--- config.mk ---
export PLATFORM = sky130hd
export DESIGN_NAME = eom_ext_osc_mult
export DESIGN_NICKNAME = d
export VERILOG_FILES = /design/src/inc/eom_pkg.sv /design/src/inc/eom_mode_if.sv /design/src/eom_mode_decode.sv /design/src/eom_ext_osc_mult.sv
export SDC_FILE = /design/constraint.sdc
export NUM_CORES = 1
export LEC_CHECK = 0
export BUFFER_PORTS_ARGS = -buffer_cell sky130_fd_sc_hd__buf_4
export CORE_MARGIN = 2
export CORE_UTILIZATION = 56
export DETAILED_ROUTE_END_ITERATION = 6
export PLACE_DENSITY = 0.83
export SYNTH_ARGS = -nofsm -noshare
export SYNTH_HDL_FRONTEND = slang
export SYNTH_SLANG_ARGS = --single-unit
--- constraint.sdc ---
create_clock -name CLOCK -period 3.96 [get_ports CLOCK]
set_input_delay 0.396 -clock CLOCK [delete_from_list [all_inputs] [get_ports CLOCK]]
set_output_delay 0.396 -clock CLOCK [all_outputs]
set_load 0.03 [all_outputs]
--- src/inc/eom_pkg.sv ---
package eom_pkg;
   // special function register addresses and reset values
   localparam logic [7:0] EXT_OSC_CONTROL_ADDR          = 8'h9F;
   localparam logic [7:0] CLOCK_MULTIPLIER_CONTROL_ADDR = 8'h97;
   localparam logic [7:0] EXT_OSC_CONTROL_RESET         = 8'h00;
   localparam logic [7:0] CLOCK_MULTIPLIER_CONTROL_RESET = 8'h00;
   // ext_osc_control fields
   localparam int CRYSTAL_VALID_BIT = 7;
   localparam int EXT_OSC_MODE_LSB  = 4;
   localparam int EXT_OSC_FREQ_LSB  = 0;
   // clock_multiplier_control fields
   localparam int MULT_ENABLE_BIT     = 7;
   localparam int MULT_INITIALIZE_BIT = 6;
   localparam int MULT_LOCKED_BIT     = 5;
   localparam int MULT_SCALE_LSB      = 2;
   localparam int MULT_SELECT_LSB     = 0;
   // oscillator mode codes
   localparam logic [2:0] MODE_OFF        = 3'h0;
   localparam logic [2:0] MODE_OFF_ALT    = 3'h1;
   localparam logic [2:0] MODE_CMOS       = 3'h2;
   localparam logic [2:0] MODE_CMOS_DIV2  = 3'h3;
   localparam logic [2:0] MODE_RC         = 3'h4;
   localparam logic [2:0] MODE_CAP        = 3'h5;
   localparam logic [2:0] MODE_XTAL       = 3'h6;
   localparam logic [2:0] MODE_XTAL_DIV2  = 3'h7;
   // multiplier input select codes and the unity scale code
   localparam logic [1:0] SEL_INT_X2 = 2'h0;
   localparam logic [1:0] SEL_EXT_X2 = 2'h1;
   localparam logic [1:0] SEL_INT_X4 = 2'h2;
   localparam logic [1:0] SEL_EXT_X4 = 2'h3;
   localparam logic [2:0] SCALE_NONE = 3'h0;
   // multiplier lock wait
   localparam int LOCK_TIME_US = 5;
   localparam int CLOCK_MHZ    = 40;
   localparam int LOCK_CYCLES  = LOCK_TIME_US * CLOCK_MHZ;
   typedef enum logic [1:0] {OSC_SRC_NONE, OSC_SRC_CMOS, OSC_SRC_RC_CAP, OSC_SRC_XTAL} eom_src_type;
endpackage

--- src/inc/eom_mode_if.sv ---
`timescale 1ns/1ps
interface eom_mode_if;
   logic [2:0]           mode;
   eom_pkg::eom_src_type src;
   logic                 div2;
   logic                 is_crystal;
   modport decoder (input mode, output src, output div2, output is_crystal);
   modport user    (output mode, input src, input div2, input is_crystal);
endinterface

--- src/eom_mode_decode.sv ---
`timescale 1ns/1ps
module eom_mode_decode
(
   eom_mode_if.decoder m
);
   always_comb
   begin
      m.src        = eom_pkg::OSC_SRC_NONE;
      m.div2       = 1'b0;
      m.is_crystal = 1'b0;
      unique case (m.mode)
         eom_pkg::MODE_OFF, eom_pkg::MODE_OFF_ALT:
         begin
            m.src = eom_pkg::OSC_SRC_NONE;
         end
         eom_pkg::MODE_CMOS:
         begin
            m.src = eom_pkg::OSC_SRC_CMOS;
         end
         eom_pkg::MODE_CMOS_DIV2:
         begin
            m.src  = eom_pkg::OSC_SRC_CMOS;
            m.div2 = 1'b1;
         end
         eom_pkg::MODE_RC, eom_pkg::MODE_CAP:
         begin
            m.src = eom_pkg::OSC_SRC_RC_CAP;
         end
         eom_pkg::MODE_XTAL:
         begin
            m.src        = eom_pkg::OSC_SRC_XTAL;
            m.is_crystal = 1'b1;
         end
         eom_pkg::MODE_XTAL_DIV2:
         begin
            m.src        = eom_pkg::OSC_SRC_XTAL;
            m.div2       = 1'b1;
            m.is_crystal = 1'b1;
         end
      endcase
   end
endmodule // eom_mode_decode

--- src/eom_ext_osc_mult.sv ---
`timescale 1ns/1ps
// Functional notes
// - the select field picks internal or external source times two or four; only internal times two forces unity scaling.
// - internal times two ignores the output scaling field.
// - crystal valid is read only, zero unless a crystal mode runs stably.
// - mode field bits 6:4 choose off, cmos, cmos halved, rc, capacitor, crystal, crystal halved.
// - crystal mode takes pins P0.2 and P0.3.
// - capacitor, rc and cmos modes take only pin P0.3.
module eom_ext_osc_mult
#(
   parameter int LOCK_WAIT = eom_pkg::LOCK_CYCLES
)
(
   input  wire logic       CLOCK,
   input  wire logic       RESET,
   input  wire logic [7:0] SFR_ADDR,
   input  wire logic       SFR_WR,
   input  wire logic       SFR_RD,
   input  wire logic [7:0] SFR_WDATA,
   output logic      [7:0] SFR_RDATA,
   input  wire logic       OSC_STABLE,
   output logic            OSC_DRIVE_EN,
   output logic      [2:0] OSC_FREQ_CTRL,
   output logic            OSC_DIV2,
   output logic            PIN_P02_TAKEN,
   output logic            PIN_P03_TAKEN,
   output logic            MULT_SRC_EXT,
   output logic            MULT_X4,
   output logic      [2:0] MULT_SCALE_EFF,
   output logic            MULT_ENABLE,
   output logic            MULT_LOCKED
);
   typedef struct packed {
      logic [2:0] mode;
      logic [2:0] freq;
      logic       stable_s1;
      logic       stable_s2;
      logic       mult_en;
      logic       mult_init;
      logic       mult_lock;
      logic [2:0] mult_scale;
      logic [1:0] mult_sel;
      logic [15:0] lock_cnt;
      logic       locking;
      logic [7:0] rdata;
   } eom_state_type;

   eom_state_type st_r;
   eom_state_type st_nxt;
   eom_mode_if    mif ();

   assign mif.mode = st_r.mode;

   eom_mode_decode u_dec
   (
      .m (mif.decoder)
   );

   logic       xtal_valid;
   logic [7:0] osc_reg_val;
   logic [7:0] mul_reg_val;

   always_comb
   begin
      // first stage of the synchroniser only feeds the second
      xtal_valid  = mif.is_crystal & st_r.stable_s2;
      osc_reg_val = {xtal_valid, st_r.mode, 1'b0, st_r.freq};
      mul_reg_val = {st_r.mult_en, st_r.mult_init, st_r.mult_lock, st_r.mult_scale, st_r.mult_sel};
      st_nxt           = st_r;
      st_nxt.stable_s1 = OSC_STABLE;
      st_nxt.stable_s2 = st_r.stable_s1;
      if (SFR_WR && SFR_ADDR == eom_pkg::EXT_OSC_CONTROL_ADDR)
      begin
         st_nxt.mode = SFR_WDATA[eom_pkg::EXT_OSC_MODE_LSB +: 3];
         st_nxt.freq = SFR_WDATA[eom_pkg::EXT_OSC_FREQ_LSB +: 3];
      end
      if (SFR_WR && SFR_ADDR == eom_pkg::CLOCK_MULTIPLIER_CONTROL_ADDR)
      begin
         st_nxt.mult_en    = SFR_WDATA[eom_pkg::MULT_ENABLE_BIT];
         st_nxt.mult_scale = SFR_WDATA[eom_pkg::MULT_SCALE_LSB +: 3];
         st_nxt.mult_sel   = SFR_WDATA[eom_pkg::MULT_SELECT_LSB +: 2];
         // init only takes effect once enabled; it restarts lock
         st_nxt.mult_init  = SFR_WDATA[eom_pkg::MULT_INITIALIZE_BIT] & st_r.mult_en;
         if (SFR_WDATA[eom_pkg::MULT_INITIALIZE_BIT] && st_r.mult_en && SFR_WDATA[eom_pkg::MULT_ENABLE_BIT])
         begin
            st_nxt.locking   = 1'b1;
            st_nxt.lock_cnt  = 16'h0000;
            st_nxt.mult_lock = 1'b0;
         end
         if (!SFR_WDATA[eom_pkg::MULT_ENABLE_BIT])
         begin
            st_nxt.locking   = 1'b0;
            st_nxt.mult_lock = 1'b0;
            st_nxt.mult_init = 1'b0;
         end
      end
      else if (st_r.locking)
      begin
         // lock is modelled as a fixed settle count, not a real phase detector
         if (st_r.lock_cnt >= 16'(LOCK_WAIT - 1))
         begin
            st_nxt.locking   = 1'b0;
            st_nxt.mult_lock = 1'b1;
         end
         else
         begin
            st_nxt.lock_cnt = st_r.lock_cnt + 16'h0001;
         end
      end
      st_nxt.rdata = 8'h00;
      if (SFR_RD && SFR_ADDR == eom_pkg::EXT_OSC_CONTROL_ADDR)
      begin
         st_nxt.rdata = osc_reg_val;
      end
      else if (SFR_RD && SFR_ADDR == eom_pkg::CLOCK_MULTIPLIER_CONTROL_ADDR)
      begin
         st_nxt.rdata = mul_reg_val;
      end
   end

   always_ff @(posedge CLOCK)
   begin
      if (RESET)
      begin
         st_r <= '0;
      end
      else
      begin
         st_r <= st_nxt;
      end
   end

   always_comb
   begin
      SFR_RDATA      = st_r.rdata;
      OSC_DRIVE_EN   = mif.src != eom_pkg::OSC_SRC_NONE;
      OSC_FREQ_CTRL  = st_r.freq;
      OSC_DIV2       = mif.div2;
      PIN_P02_TAKEN  = mif.src == eom_pkg::OSC_SRC_XTAL;
      PIN_P03_TAKEN  = OSC_DRIVE_EN;
      MULT_SRC_EXT   = st_r.mult_sel[0];
      MULT_X4        = st_r.mult_sel[1];
      MULT_SCALE_EFF = (st_r.mult_sel == eom_pkg::SEL_INT_X2) ? eom_pkg::SCALE_NONE : st_r.mult_scale;
      MULT_ENABLE    = st_r.mult_en;
      MULT_LOCKED    = st_r.mult_lock;
   end
endmodule // eom_ext_osc_mult

==> flow_metrics.py <==
metrics = {
    "status": {
        "outcome": "completed",
    },
    "sta": {
        "max_freq_mhz": 488,
        "timing.hold.ws_ns": 0.250,
        "max_slew.worst_pin.slew_ns": 0.859,
        "tns_ns": 0,
        "max-slew-margin-rel": 0.423,
        "rsz0062_at_grt": "no",
        "fin_crit_ns": 2.05,
        "hold_viol": 0,
        "fin_skew_ns": 0.0112,
        "setup_viol": 0,
        "setup_ws_ns": 1.91,
        "final.period_utilization": 0.518,
        "slew_violations": 0,
    },
    "floorplanning": {
        "boundaryPins": 43,
        "core_area_mm2": 0.00305,
        "start_util": 0.592,
        "dieArea_mm2": 0.00370,
        "fp-row-count": 20,
        "die_h_um": 60.8,
        "die_width_um": 60.8,
    },
    "final_layout": {
        "stdcell_count": 268,
        "multi_input_comb_area_um2": 852,
        "drive_above_1_share": 0.254,
        "nNetsFinal": 245,
        "syn_to_final_growth_pct": 16.7,
        "layout.area.seq_um2": 821,
        "fillCellCount": 269,
        "antenna_cells": 0,
    },
    "synthesis": {
        "synth_edf_count": 0,
        "ys_warn_count": 0,
        "ys_seq_area_frac": 0.454,
        "netlist_top_cells_area": "dfxtp_1 (45%), mux2i_1 (6.6%), buf_4 (5.4%), a21oi_1 (4.2%), nand2_1 (3.9%)",
        "ys_ff_latch": 41,
        "synth_nets": 215,
        "synth_top_flop_cell": "dfxtp_1",
        "syn_area_per_cell_um2": 9.37,
        "synth_top_cell_by_area": "dfxtp_1",
        "yosys-top-cells-count": "dfxtp_1 (41), nand2_1 (19), a21oi_1 (15), nor2_1 (15), buf_4 (13)",
        "synth.cell_area_mm2": 0.00181,
        "yosysMostFrequentCell": "dfxtp_1",
        "synth_top_area_share": 0.454,
        "netlist-cell-type-count": 38,
        "synthCells": 193,
        "ys_async_sr_fraction": 0,
    },
    "cts": {
        "htree_levels": 2,
        "cts_buffer_depth": 2,
        "cts_buffers": 5,
        "ctsResizeCount": 0,
        "cts_tree": "built",
        "post-cts-setup-buffers": 0,
        "cts_sinks": 41,
        "root_buffer": "clkbuf_4",
        "hold_buffers": 0,
        "clk_latency_ns": 0.35,
        "clk_pin_slew_worst_paths_ns": 0.12,
    },
    "route": {
        "vias": 1528,
        "viasPerCell": 5.70,
        "drt-pass1-iter-count": 4,
        "antenna_left": 0,
        "routed_wl_um": 4100,
        "first_iter_violations": 42,
        "wl_per_cell_um": 15.3,
        "drc": 0,
    },
    "placed_design": {
        "place_congestion": 0.867,
        "dp_slack_ns": 1.92,
        "dp_hpwl_um": 3080,
        "port_buffers": 42,
        "dp_cells": 260,
    },
    "power_and_ir_drop": {
        "p_int_w": 0.000498,
        "p_switching_w": 0.000147,
        "p_leak_nw": 0.882,
        "pwr-share-comb": 0.052,
        "seq_power_share": 0.642,
        "p_total_w": 0.000644,
        "ir_worst_vdd_mv": 0.254,
        "p_sw_frac": 0.228,
        "p_per_area_mw_per_mm2": 305,
        "pwr-share-clk": 0.307,
    },
    "grt": {
        "grt_pass1_vias": 1478,
        "grt_max_degree": 30,
        "grt_pass1_wl_um": 6610,
        "antenna_found_initial": 0,
        "track_usage": 0.245,
        "grt.overflow.total": 0,
    },
    "critical_path": {
        "cp.arrival_ns": 2.34,
        "critical_path_class": "reg2reg",
        "start_kind": "flop",
        "cp-end-kind": "flop",
        "worstPathRequired_ns": 4.25,
        "crit_fanout": 10,
    },
    "worst_hold_path": {
        "hp-class": "in2reg",
    },
    "run": {
        "maxCapViolCount": 0,
    },
}
==> cells by family after synthesis <==
| group | synth area share |
|---|---|
| AO/OA/AOI/OAI | 0.132 |
| adder cells (fa/ha/maj) | 0.00692 |
| buffers and inverters | 0.0747 |
| flip-flops | 0.454 |
| multiplexers | 0.0664 |
| AND/OR/NAND/NOR | 0.266 |
==> layout make-up <==
type | instances | area share
Inverter | 4 | 0.00712
Clock inverter | 2 | 0.00474
Sequential cell | 41 | 0.389
Clock buffer | 6 | 0.0196
Multi-Input combinational cell | 129 | 0.404
Tap cell | 44 | 0.0261
Timing Repair Buffer | 42 | 0.149
==> worst max-delay path: stages (launching register included) <==
cell and delay [ns]:
dfxtp_1 0.38, ha_1 0.29, a2111oi_4 0.44, o211ai_4 0.18, or4_1 0.53, a21oi_1 0.17
==> path summary, 6_finish.rpt <==
kind / slack (ns) / cells past startpoint / start / to
min: 0.25 / 2 / OSC_STABLE / st_nxt[33]$_SDFF_PP0_
max reg2reg: 1.91 / 5 / st_r[9]$_SDFFE_PP0P_ / st_r[14]$_SDFFE_PP0P_
max: 1.91 / 5 / st_r[9]$_SDFFE_PP0P_ / st_r[14]$_SDFFE_PP0P_
min reg2reg: 0.46 / 2 / mul_reg_val[6]$_SDFFE_PP0N_ / mul_reg_val[6]$_SDFFE_PP0N_
==> power groups by stage <==
stage,clock [W],combinational (W),sequential [W]
floorplan,0,0.0000123,0.000423
global placement,0,0.0000313,0.000423
detailed placement,0,0.0000331,0.000423
CTS,0.000201,0.0000331,0.000414
global route,0.000220,0.0000356,0.000414
finish,0.000198,0.0000332,0.000414
==> layout by cell type (no fill, tap or decap), types with 3 or more instances in the layout <==
master / n
nor2b_1: 6
nor3_1: 3
a21oi_1: 15
or4_1: 3
and2_1: 8
mux2i_1: 12
o21ai_0: 4
nand3_1: 10
nor2_1: 15
dfxtp_1: 41
and3_1: 4
buf_4: 42
clkbuf_4: 5
nand2_1: 19
inv_1: 4
==> routing by layer <==
metal,GRT usage,up-vias,share of wire
met5,0,-,0
met4,0.0994,0,0.018
met3,0.0682,10,0.090
met2,0.392,69,0.49
met1,0.313,720,0.40
li1,-,729,-
==> registers in the layout, indices dropped and copies added, names as in the netlist <==
register,count
SFR_RDATA,8
mif.mode,3
st_r,18
OSC_FREQ_CTRL,3
MULT_X4,1
MULT_ENABLE,1
MULT_SRC_EXT,1
mul_reg_val,4
st_nxt,1
MULT_LOCKED,1
==> metrics by stage <==
stage	cell area, µm²	utilization
6_report	2110	0.691
5_1_grt	2110	0.691
4_1_cts	2110	0.691
3_5_place_dp	2060	0.674
3_3_place_gp	2060	0.674
2_1_floorplan	1810	-
Note: power is estimated with default switching activity, not from simulation.
